## src/logic/rlcp_pkg.sv

```systemverilog
// package: constants, struct layouts and states for the library call block
package rlcp_pkg;

    // ---------------------------------------------------------------
    // stream configuration
    // ---------------------------------------------------------------
    localparam int unsigned STREAM_W        = 32;  // stream data width
    localparam int unsigned FIFO_DEPTH      = 8;   // words in output fifo
    localparam int unsigned FIFO_AW         = 3;   // fifo address width
    localparam bit          STREAM_VALID_OPTION        = 1'b1;
    localparam bit          STREAM_BACKPRESSURE_OPTION = 1'b1;
    localparam bit          STREAM_EMPTY_OPTION        = 1'b1;
    localparam bit          STREAM_PACKET_OPTION       = 1'b1;
    localparam int unsigned BACKPRESSURE_DELAY_CYCLES  = 0;

    // ---------------------------------------------------------------
    // argument layouts
    // ---------------------------------------------------------------
    localparam int unsigned ARR_N   = 4;   // wrapped array elements
    localparam int unsigned BYTE_W  = 8;   // member alignment unit
    localparam int unsigned ARG_W   = 64;  // packed argument width
    localparam int unsigned UARG_W  = 64;  // unpacked argument width
    localparam int unsigned RET_W   = 32;  // return value width

    // packed argument: first software member (scale, 8 bit) at bit 0,
    // then offset (16 bit) directly above, then pad-free tag (8 bit),
    // then array of four bytes; hardware order is reversed
    typedef struct packed {
        logic [ARR_N-1:0][BYTE_W-1:0] arr;    // last member, top bits
        logic [7:0]                   tag;
        logic [15:0]                  offs;
        logic [7:0]                   scale;  // first member, low bits
    } rlcp_arg_s;

    // unpacked C layout: char scale, pad byte, short offs, int bias
    typedef struct packed {
        logic [31:0] bias;    // aligned on 4 bytes
        logic [15:0] offs;    // aligned on 2 bytes
        logic [7:0]  pad0;    // padding ahead of offs
        logic [7:0]  scale;
    } rlcp_uarg_s;

    // packed return value: sum (16 bit) then packet tag (8) then flags
    typedef struct packed {
        logic [7:0]  flags;
        logic [7:0]  tag;
        logic [15:0] sum;
    } rlcp_ret_s;

    // ---------------------------------------------------------------
    // control states
    // ---------------------------------------------------------------
    typedef enum logic [1:0] {
        RLCP_IDLE = 2'h0,
        RLCP_CALC = 2'h1,
        RLCP_HOLD = 2'h3
    } rlcp_state_e;

    localparam logic [7:0] FLAG_SOP = 8'h01;  // flags bit for first beat
    localparam logic [7:0] FLAG_EOP = 8'h02;  // flags bit for last beat
    localparam logic [7:0] FLAG_EMP = 8'h04;  // flags bit for empty beat

endpackage

```

## src/logic/rlcp_fifo.sv

```systemverilog
// small synchronous fifo with registered read data
`timescale 1ns/1ps
`default_nettype none
module rlcp_fifo #(
    parameter int unsigned WIDTH = 32,
    parameter int unsigned DEPTH = 8,
    parameter int unsigned AW    = 3
) (
    // clock and reset
    input  wire logic             clock,
    input  wire logic             rst_n,
    // fill side
    input  wire logic             in_valid,
    output logic                  in_ready,
    input  wire logic [WIDTH-1:0] in_data,
    // drain side
    output logic                  out_valid,
    input  wire logic             out_ready,
    output logic      [WIDTH-1:0] out_data
);
    // ---------------------------------------------------------------
    // storage and pointers
    // ---------------------------------------------------------------
    logic [WIDTH-1:0] mem_r [DEPTH];   // word storage
    logic [AW-1:0]    wp_r;            // write pointer
    logic [AW-1:0]    rp_r;            // read pointer
    logic [AW:0]      cnt_r;           // words held in memory
    logic             oval_r;          // output register holds a word
    logic             wr;
    logic             rd;

    // memory never holds more than depth, so full is honest
    assign in_ready = (cnt_r != AW'(0) + (AW+1)'(DEPTH));
    assign wr       = in_valid && in_ready;
    // refill output register when it is empty or being drained
    assign rd       = (cnt_r != '0) && (!oval_r || out_ready);
    assign out_valid = oval_r;

    // write port
    always_ff @(posedge clock) begin
        if (wr) begin
            mem_r[wp_r] <= in_data;
        end
    end

    // pointers and count
    always_ff @(posedge clock) begin
        if (!rst_n) begin
            wp_r  <= '0;
            rp_r  <= '0;
            cnt_r <= '0;
        end else begin
            if (wr) begin
                wp_r <= AW'(wp_r + AW'(1));
            end
            if (rd) begin
                rp_r <= AW'(rp_r + AW'(1));
            end
            cnt_r <= (AW+1)'(cnt_r + (AW+1)'(wr) - (AW+1)'(rd));
        end
    end

    // registered read data
    always_ff @(posedge clock) begin
        if (!rst_n) begin
            oval_r   <= 1'b0;
            out_data <= '0;
        end else if (rd) begin
            oval_r   <= 1'b1;
            out_data <= mem_r[rp_r];
        end else if (out_ready) begin
            oval_r   <= 1'b0;
        end
    end
endmodule
`default_nettype wire

```

## src/logic/rlcp_core.sv

```systemverilog
// library call module: argument decode, stream input, fifo stream output
`timescale 1ns/1ps
`default_nettype none
module rlcp_core
    import rlcp_pkg::*;
(
    // clock and reset
    input  wire logic                          clock,
    input  wire logic                          srst,
    // call handshake
    input  wire logic                          ivalid,
    output logic                               oready,
    output logic                               ovalid,
    input  wire logic                          iready,
    // call arguments and return value
    input  wire logic [rlcp_pkg::ARG_W-1:0]    arg_packed,
    input  wire logic [rlcp_pkg::UARG_W-1:0]   arg_unpacked,
    output logic      [rlcp_pkg::RET_W-1:0]    ret_value,
    // inbound stream
    input  wire logic [rlcp_pkg::STREAM_W-1:0] src_data,
    input  wire logic                          src_valid,
    output logic                               src_ready,
    input  wire logic                          src_empty,
    input  wire logic                          src_startofpacket,
    input  wire logic                          src_endofpacket,
    // outbound stream
    output logic      [rlcp_pkg::STREAM_W-1:0] dst_data,
    output logic                               dst_valid,
    input  wire logic                          dst_ready,
    output logic                               dst_empty,
    output logic                               dst_startofpacket,
    output logic                               dst_endofpacket,
    // status
    output logic      [15:0]                   beat_count
);
    // ---------------------------------------------------------------
    // helpers
    // ---------------------------------------------------------------
    // sums the four wrapped array bytes; used by the call path only
    function automatic logic [15:0] arr_sum(
        input logic [ARR_N-1:0][BYTE_W-1:0] a
    );
        logic [15:0] s;
        s = '0;
        for (int i = 0; i < int'(ARR_N); i++) begin
            s = 16'(s + 16'(a[i]));
        end
        return s;
    endfunction

    // beat transfer test
    function automatic logic beat(input logic v, input logic r);
        return v && r;
    endfunction

    // ---------------------------------------------------------------
    // reset: block uses active-low internally
    // ---------------------------------------------------------------
    logic rst_n;
    assign rst_n = !srst;

    // ---------------------------------------------------------------
    // argument decode
    // ---------------------------------------------------------------
    rlcp_arg_s  arg_s;      // packed view, member order reversed
    rlcp_uarg_s uarg_s;     // padded view
    assign arg_s  = rlcp_arg_s'(arg_packed);
    assign uarg_s = rlcp_uarg_s'(arg_unpacked);

    // ---------------------------------------------------------------
    // call pipeline: one result register, held until taken
    // ---------------------------------------------------------------
    rlcp_state_e state_r;     // call state
    rlcp_ret_s   ret_r;       // result register
    logic        take_call;
    logic        give_ret;

    // a new call may enter in idle, or in hold while the parked result is taken
    assign oready    = (state_r == RLCP_IDLE)
                    || (state_r == RLCP_HOLD && iready);
    // one valid strobe qualifies all argument inputs together
    assign take_call = beat(ivalid, oready);
    assign give_ret  = beat(ovalid, iready);
    assign ovalid    = (state_r == RLCP_HOLD);
    assign ret_value = ret_r;

    // call state machine
    always_ff @(posedge clock) begin
        if (!rst_n) begin
            state_r <= RLCP_IDLE;
        end else begin
            case (state_r)
                RLCP_IDLE: begin
                    if (take_call) begin
                        state_r <= RLCP_CALC;
                    end
                end
                RLCP_CALC: begin
                    state_r <= RLCP_HOLD;
                end
                RLCP_HOLD: begin
                    if (take_call) begin
                        state_r <= RLCP_CALC;
                    end else if (give_ret) begin
                        state_r <= RLCP_IDLE;
                    end
                end
                default: begin
                    state_r <= RLCP_IDLE;
                end
            endcase
        end
    end

    // captured arguments; the adder sits on the input, the calc stage only copies acc_r and tag_r
    logic [15:0] acc_r;
    logic [7:0]  tag_r;
    always_ff @(posedge clock) begin
        if (!rst_n) begin
            acc_r <= '0;
            tag_r <= '0;
        end else if (take_call) begin
            acc_r <= 16'(arr_sum(arg_s.arr) + arg_s.offs
                         + 16'(arg_s.scale) + 16'(uarg_s.scale)
                         + uarg_s.offs + uarg_s.bias[15:0]);
            tag_r <= arg_s.tag;
        end
    end

    // result register written in calc stage; lowest member in low bits
    always_ff @(posedge clock) begin
        if (!rst_n) begin
            ret_r <= '0;
        end else if (state_r == RLCP_CALC) begin
            ret_r.sum   <= acc_r;
            ret_r.tag   <= tag_r;
            ret_r.flags <= '0;
        end
    end

    // ---------------------------------------------------------------
    // inbound stream: caller logic shares our clock, no sync stages
    // backpressure delay of zero means ready and transfer line up
    // ---------------------------------------------------------------
    logic        fifo_in_ready;  // fifo has room
    logic        src_take;
    logic [STREAM_W+2:0] fifo_in_word; // data plus sideband bits
    logic [STREAM_W+2:0] fifo_out_word;
    logic        fifo_out_valid;

    assign src_ready = STREAM_BACKPRESSURE_OPTION ? fifo_in_ready
                                                  : 1'b1;
    assign src_take  = beat(STREAM_VALID_OPTION ? src_valid : 1'b1,
                            src_ready);

    // sideband bits ride in the word beside the data
    assign fifo_in_word = {
        STREAM_PACKET_OPTION ? src_endofpacket   : 1'b0,
        STREAM_PACKET_OPTION ? src_startofpacket : 1'b0,
        STREAM_EMPTY_OPTION  ? src_empty         : 1'b0,
        src_data
    };

    // ---------------------------------------------------------------
    // outbound fifo; back-pressure from dst_ready reaches src_ready
    // ---------------------------------------------------------------
    rlcp_fifo #(
        .WIDTH (STREAM_W + 3),
        .DEPTH (FIFO_DEPTH),
        .AW    (FIFO_AW)
    ) u_fifo (
        .clock     (clock),
        .rst_n     (rst_n),
        .in_valid  (src_take),
        .in_ready  (fifo_in_ready),
        .in_data   (fifo_in_word),
        .out_valid (fifo_out_valid),
        .out_ready (dst_ready),
        .out_data  (fifo_out_word)
    );

    // outbound ports, from fifo output register
    assign dst_valid         = STREAM_VALID_OPTION ? fifo_out_valid
                                                   : 1'b1;
    assign dst_data          = fifo_out_word[STREAM_W-1:0];
    assign dst_empty         = fifo_out_word[STREAM_W];
    assign dst_startofpacket = fifo_out_word[STREAM_W+1];
    assign dst_endofpacket   = fifo_out_word[STREAM_W+2];

    // ---------------------------------------------------------------
    // per-instance beat counter; it keeps counting across calls until reset
    // ---------------------------------------------------------------
    always_ff @(posedge clock) begin
        if (!rst_n) begin
            beat_count <= '0;
        end else if (beat(fifo_out_valid, dst_ready)) begin
            beat_count <= 16'(beat_count + 16'h0001);
        end
    end
endmodule
`default_nettype wire

```

## config.mk

```make
export PLATFORM = sky130hd
export DESIGN_NAME = rlcp_core
export DESIGN_NICKNAME = d
export VERILOG_FILES = /design/src/logic/rlcp_pkg.sv /design/src/logic/rlcp_fifo.sv /design/src/logic/rlcp_core.sv
export SDC_FILE = /design/constraint.sdc
export NUM_CORES = 1
export LEC_CHECK = 0
export BUFFER_PORTS_ARGS = -buffer_cell sky130_fd_sc_hd__buf_2
export CAP_MARGIN = 20
export CORE_MARGIN = 2
export CORE_UTILIZATION = 45
export DETAILED_ROUTE_END_ITERATION = 8
export PLACE_DENSITY_LB_ADDON = 0.25
export SLEW_MARGIN = 20
export SYNTH_ARGS = -nofsm -noshare
export SYNTH_HDL_FRONTEND = slang
export SYNTH_SLANG_ARGS = --single-unit
```

## constraint.sdc

```tcl
create_clock -name clock -period 7.75 [get_ports clock]
set_input_delay 1.55 -clock clock [delete_from_list [all_inputs] [get_ports clock]]
set_output_delay 1.55 -clock clock [all_outputs]
set_load 0.05 [all_outputs]
```

==> flow_summary.toml, run 1 <==
[status]
status = "finished clean"

[route]
drc = 0
drt_iter0_markers = 542
viasPerCell = 5.08
ant_nets = 0
wirelength_um = 35200
dr.pass1.iters = 4
wl_per_cell_um = 18.4
vias = 9737

[finish]
layout-drive-gt1-share_pct = 28.0
layout_commonest_cell = "edfxtp_1"
area_delta_synth_final_pct = 18.1
final_cell_mix = "edfxtp_1 (280), buf_2 (222), dfxtp_1 (109)"
final_cells = 1916
finalNetCount = 1647

[power]
power.density_mw_per_mm2 = 359
p_switching_mw = 2.49
p_int_mw = 4.79
peakVddDrop_uv = 280
switching_share_pct = 34.2
combPwrFrac_pct = 33.9
cellLeakagePower_nw = 7.67
seq_power_share_pct = 37.1
clkPwrFrac_pct = 29.0

[die]
die_y_um = 199
initial_utilization_pct = 45.6
rows = 71
die_w_um = 199
coreArea_sq_mm = 0.0377
io_pins = 256
die-area_sq_mm = 0.0398

[clock_network]
clk_latency_ps = 560
cts_buffers = 42
cts_root_buffer = "clkbuf_16"
ctsHoldBuffers = 0
cts_setup_buffers = 0
htree_levels = 2
cts_buffer_depth = 3
post_cts_resized = 0
clock_sinks = 392
cts_tree = "done"
clkSlewWorstSetupHoldPaths_ps = 60

[global_routing]
grt_max_degree = 75
grt_pass1_vias = 9927
track_usage_pct = 17.8
grt_overflow_total = 0
antenna_found_initial = 5
grt_pass1_wl_um = 53900

[sta]
finClkSkew_ps = 27.5
post-route-period-util_pct = 65.7
period_needed_ps = 5090
worst_slew_pin_slew_ps = 1060
finalHoldViolCount = 0
fin_setup_tns_ps = 0
slew_headroom_pct = 29.1
fmax_ghz = 0.196
rsz0062_at_grt = "false"
finalMaxSlewViolations = 0
setup_viol = 0

[setup_path]
cp-startpoint = "arg_unpacked[3]"
cp_data_required_time_ps = 8210
reg2regPathDepth = 11
regToRegEndpoint = "u_fifo.cnt_r[2]"
r2r_slack_ps = 4940
path_class = "input pin to register"
end_kind = "register"
worstPathArrival_ps = 5550
cp-start-kind = "input pin"
cp_max_fo = 3
rr_startpoint = "u_fifo.cnt_r[2]"

[flow_run]
max-cap-violations = 0

[synth]
yosys.area.top_type = "edfxtp_1"
syn_area_sq_mm = 0.0172
yosysWarnings = 0
yosysSeqAreaShare_pct = 62.0
ys_ff_latch = 392
synth.area.top_cells = "edfxtp_1 (49%), dfxtp_1 (13%), mux4_2 (9.2%), fa_1 (7.3%), ha_1 (3.2%)"
syn_inst = 1142
syn_avg_cell_area_sq_um = 15.0
synth.distinct_cells = 52
yosysTopAreaCellShare_pct = 48.9

[hold_path]
hold_path_end = "ret_value[4]"
hold_depth = 2
hp-start = "acc_r[4]"
min_path_type = "register to register"

[placement]
portBuffers = 223
dp_cells = 1838
hpwlAfterDp_um = 22200
routabilityCongestion = 0.756
critical path, cell delays in order:
cell and delay, ps:
buf_2 110, fa_1 570, fa_1 460, fa_1 560
inv_1 50, fa_1 530, inv_1 60, ha_1 290
a211oi_2 290, o211ai_1 140, a221o_2 400, nand2_1 90
mux2_1 320, o22ai_1 130
sequential cells by signal, summed over array words and instances, names as in the netlist, 4 cells and up:
register,cells
u_fifo.mem_r,280
beat_count,16
u_fifo.cnt_r,4
tag_r,8
ret_value,24
u_fifo.out_data,35
acc_r,16
synthesized netlist by cell type, drive strengths merged:
cell type    n
a2111oi      1
a211oi      38
a21boi       3
a21o         3
a21oi       55
a221o        1
a22oi        1
a31oi        2
and2         6
and3         5
buf         34
clkbuf      26
conb         1
dfxtp      112
edfxtp     280
fa          63
ha          44
inv         97
mux2         2
mux2i       40
mux4        70
nand2      101
nand2b       6
nand3        8
nand3b       1
nand4        3
nor2        72
nor2b        3
nor3         8
nor3b        1
nor4b        3
o211ai       2
o21a         1
o21ai       11
o21bai       2
o22ai        3
or3          1
xnor2       15
xor2        17
layer usage:
layer | up-vias | wire length [um] | track usage, %
met4 | 8 | 602 | 4.66
met3 | 52 | 2140 | 3.83
li1 | 4577 | - | -
met5 | - | 55 | 0
met2 | 235 | 17800 | 31.6
met1 | 4865 | 14600 | 22.2
power groups by stage:
stage / registers, mW / clock network (mW) / logic (mW)
after floorplan: 2.96 / 0 / 1.70
after global placement: 2.75 / 0 / 2.47
after detailed placement: 2.75 / 0 / 2.50
after CTS: 2.71 / 2.16 / 2.52
after global routing: 2.74 / 2.25 / 2.73
final: 2.70 / 2.11 / 2.46
layout make-up:
type                       instances  area (sq um)
fill                            3117         17400
sequential                       392         10700
multi-input combinational        600          5900
timing repair buffer             238          1230
clock buffer                      55          1150
tap                              511           639
inverter                          97           364
clock inverter                    22           337
antenna                            1          2.50
kinds of logic after synthesis:
logic type	share of synthesized area, %
buffers and inverters	4.22
other	0.0218
AO/OA/AOI/OAI	4.56
multiplexers	11.6
adder cells (fa/ha/maj)	10.5
AND/OR/NAND/NOR	5.41
flip-flops	62.0
XOR/XNOR	1.63
through the flow:
| stage | area (sq um) | hold slack (ps) | util (%) | setup WS [ps] | total power [mW] |
|---|---|---|---|---|---|
| 2_1_floorplan | 17200 | 426 | - | 2500 | 4.66 |
| 3_3_place_gp | 18800 | 436 | 49.9 | 2090 | 5.22 |
| 3_5_place_dp | 18800 | 443 | 49.9 | 2090 | 5.25 |
| 4_1_cts | 20300 | 451 | 53.8 | 2610 | 7.39 |
| 5_1_grt | 20300 | 463 | 53.8 | 2420 | 7.72 |
| 6_report | 20300 | 449 | 53.9 | 2660 | 7.28 |
how the worst max path moves through the flow:
stage                end  slack (ps)  cells past startpoint
2_1_floorplan  acc_r[12]        2500                     15
3_3_place_gp   acc_r[11]        2090                     14
3_5_place_dp   acc_r[11]        2090                     14
4_1_cts        acc_r[11]        2610                     14
5_1_grt        acc_r[12]        2420                     16
6_report       acc_r[13]        2660                     14
Power figures use the tool's default switching activity.
==> run 2, diff against run 1 <==
ABC_AREA = 1   (was default)
clock period = 4.8 ns   (was 7.75 ns; I/O delays follow)
==> run 2 against run 1 <==
Effect of this change:
- final cell count grew 27%
- register-to-register slack lost 2900 ps
- highest routed layer unchanged
- synthesized cell count grew 47%
- count of clock-buffer cells in the layout shrank 6
- non-clock buffer count grew 5
- critical path type unchanged
- wire length grew 10%
- clock skew grew 6.0 ps
==> flow_summary.toml, run 2 <==
[status]
status = "finished clean"

[global_routing]
grt_pass1_wl_um = 62700
grt_max_degree = 111
track_usage_pct = 19.1
antenna_found_initial = 4
grt_overflow_total = 0
grt_pass1_vias = 12200

[synth]
synth.mux.area_fraction_pct = 0
synth_top_family_by_area = "compound AO/OA/AOI/OAI gates"
synthTopCellsByCount = "nor2_1 (334), edfxtp_1 (280), o21ai_0 (246)"
yosys.area.top_type = "edfxtp_1"
synth.most_common_cell = "nor2_1"
syn_avg_cell_area_sq_um = 10.6
synth.area.top_cells = "edfxtp_1 (47%), dfxtp_1 (13%), fa_1 (7.1%), nor2_1 (7.0%), o21ai_0 (6.9%)"
syn_area_sq_mm = 0.0178
synth_simple_gate_area_share_pct = 11.5
yosysSeqAreaShare_pct = 59.9
synth_fa_ha_area_share_pct = 10.2
yosysTopAreaCellShare_pct = 47.3
synth-async-reset-ratio_pct = 0
synth.distinct_cells = 38
ys.flop_type = "edfxtp_1"
synth_edf_count = 280
ys_ff_latch = 392
yosys.area_share.xor_xnor_pct = 0.345
synth_compound_area_share_pct = 12.1
syn_inst = 1681
yosysWarnings = 0

[finish]
largest_reg_flops = 280
layout_commonest_cell = "nor2_1"
finalNetCount = 2160
multi_input_area_sq_mm = 0.00617
top_register = "u_fifo.mem_r"
regArea_sq_mm = 0.0107
area_delta_synth_final_pct = 16.7
final_cell_mix = "nor2_1 (326), edfxtp_1 (280), o21ai_0 (246)"
layout-drive-gt1-share_pct = 17.4
fillCellCount = 3371

[placement]
hpwlAfterDp_um = 22900
routabilityCongestion = 0.815
portBuffers = 223
dp_slack_ps = 74.9

[route]
viasPerCell = 5.09
drc = 0
dr.pass1.iters = 6
wl_per_cell_um = 16.0
drt_iter0_markers = 743
ant_nets = 0
vias = 12400
wirelength_um = 38900

[sta]
finalHoldViolCount = 0
setup_viol = 0
finClkSkew_ps = 33.5
worst_slew_pin_slew_ps = 1030
fin_setup_tns_ps = 0
period_needed_ps = 4180
fmax_ghz = 0.239
worst_slack_ps = 618
rsz0062_at_grt = "false"
slew_headroom_pct = 31.0
post-route-period-util_pct = 87.1
finalMaxSlewViolations = 0

[clock_network]
clk_latency_ps = 560
cts_setup_buffers = 0
cts_tree = "done"
cts_buffers = 40
clock_sinks = 392
clkSlewWorstSetupHoldPaths_ps = 60
ctsHoldBuffers = 0
cts_root_buffer = "clkbuf_16"
post_cts_resized = 0
cts_buffer_depth = 3
htree_levels = 2

[die]
coreArea_sq_mm = 0.0388
initial_utilization_pct = 45.8
rows = 72
die-area_sq_mm = 0.0411
die_w_um = 203
io_pins = 256
die_y_um = 203

[setup_path]
end_kind = "register"
path_class = "input pin to register"
worstPathArrival_ps = 4610
cp-start-kind = "input pin"
cp_max_fo = 3
cp_data_required_time_ps = 5230

[power]
cellLeakagePower_nw = 8.39
power.total_mw = 11.8
power.density_mw_per_mm2 = 569
peakVddDrop_uv = 387

[flow_run]
max-cap-violations = 0

[hold_path]
min_path_type = "register to register"
-- run 2: cell count changes in the layout (fill, tap and decap cells not counted), sizes merged, moves of 9 or more --
cell,before,now
a211oi,38,2
nor2,72,343
nand3,8,28
xnor2,15,2
xor2,17,5
mux4,70,0
o21ai,11,298
mux2i,40,0
nand2,101,123
o211ai,2,35
inv,98,164
a21oi,55,64
-- run 2: per-stage QoR --
step / instances / hold WS (ps) / utilization (%) / cell area (sq um)
floorplan: 1688 / 450 / - / 17800
global placement: 2359 / 461 / 49.8 / 19300
detailed placement: 2359 / 471 / 49.8 / 19300
CTS: 2433 / 484 / 53.4 / 20700
global route: 2435 / 503 / 53.5 / 20800
finish: 2436 / 483 / 53.5 / 20800
-- run 2: where the power goes --
group          internal [mW]  leakage, nW  switching [mW]
logic                   1.40         4.24            2.99
registers               4.00         3.47           0.204
clock network           1.91        0.677            1.30
-- run 2: layer usage --
layer  vias to the layer above  track usage (%)  part of all wire [%]
met5                         -                0                 0.062
met4                         4             5.71                   2.3
met3                        73             3.42                   5.9
met2                       338             32.2                    47
met1                      5887             25.4                    44
li1                       6092                -                     -
-- run 2: worst max-delay path, stage by stage --
cell,delay (ps)
buf_2,110
fa_1,580
fa_1,450
fa_1,550
inv_1,50
fa_1,430
inv_1,70
ha_1,160
inv_1,70
fa_1,450
inv_1,100
nand3_1,70
nand2_1,140
a21oi_1,100
xnor2_1,130
o21ai_0,150
inv_1,50
-- run 2: final cells by class --
| class | instances | area share [%] |
|---|---|---|
| inverter | 162 | 2.94 |
| multi-input combinational | 1045 | 29.7 |
| tap | 518 | 3.12 |
| sequential | 392 | 51.4 |
| antenna | 2 | 0.0241 |
| clock buffer | 49 | 5.28 |
| timing repair buffer | 243 | 6.20 |
| clock inverter | 25 | 1.36 |
-- run 2: logic make-up (layout without fill, tap and decap cells) --
logic type                 after synthesis  count (layout)
and+or+nand+nor                        515             515
AOI/OAI and AO/OA                      408             408
DFF                                    392             392
buffers and inverters                  251             479
adders and majority gates              107             107
xor gates and xnor gates                 7               7
other                                    1              10
-- run 2: worst paths after layout --
kind	from	endpoint	slack [ps]	cells after the start
worst max-delay path	arg_unpacked[2]	acc_r[10]	620	17
worst min-delay path	acc_r[12]	ret_value[12]	480	2
worst max register to register	u_fifo.cnt_r[2]	u_fifo.mem_r[2][12]	2080	8
worst min register to register	acc_r[12]	ret_value[12]	480	2
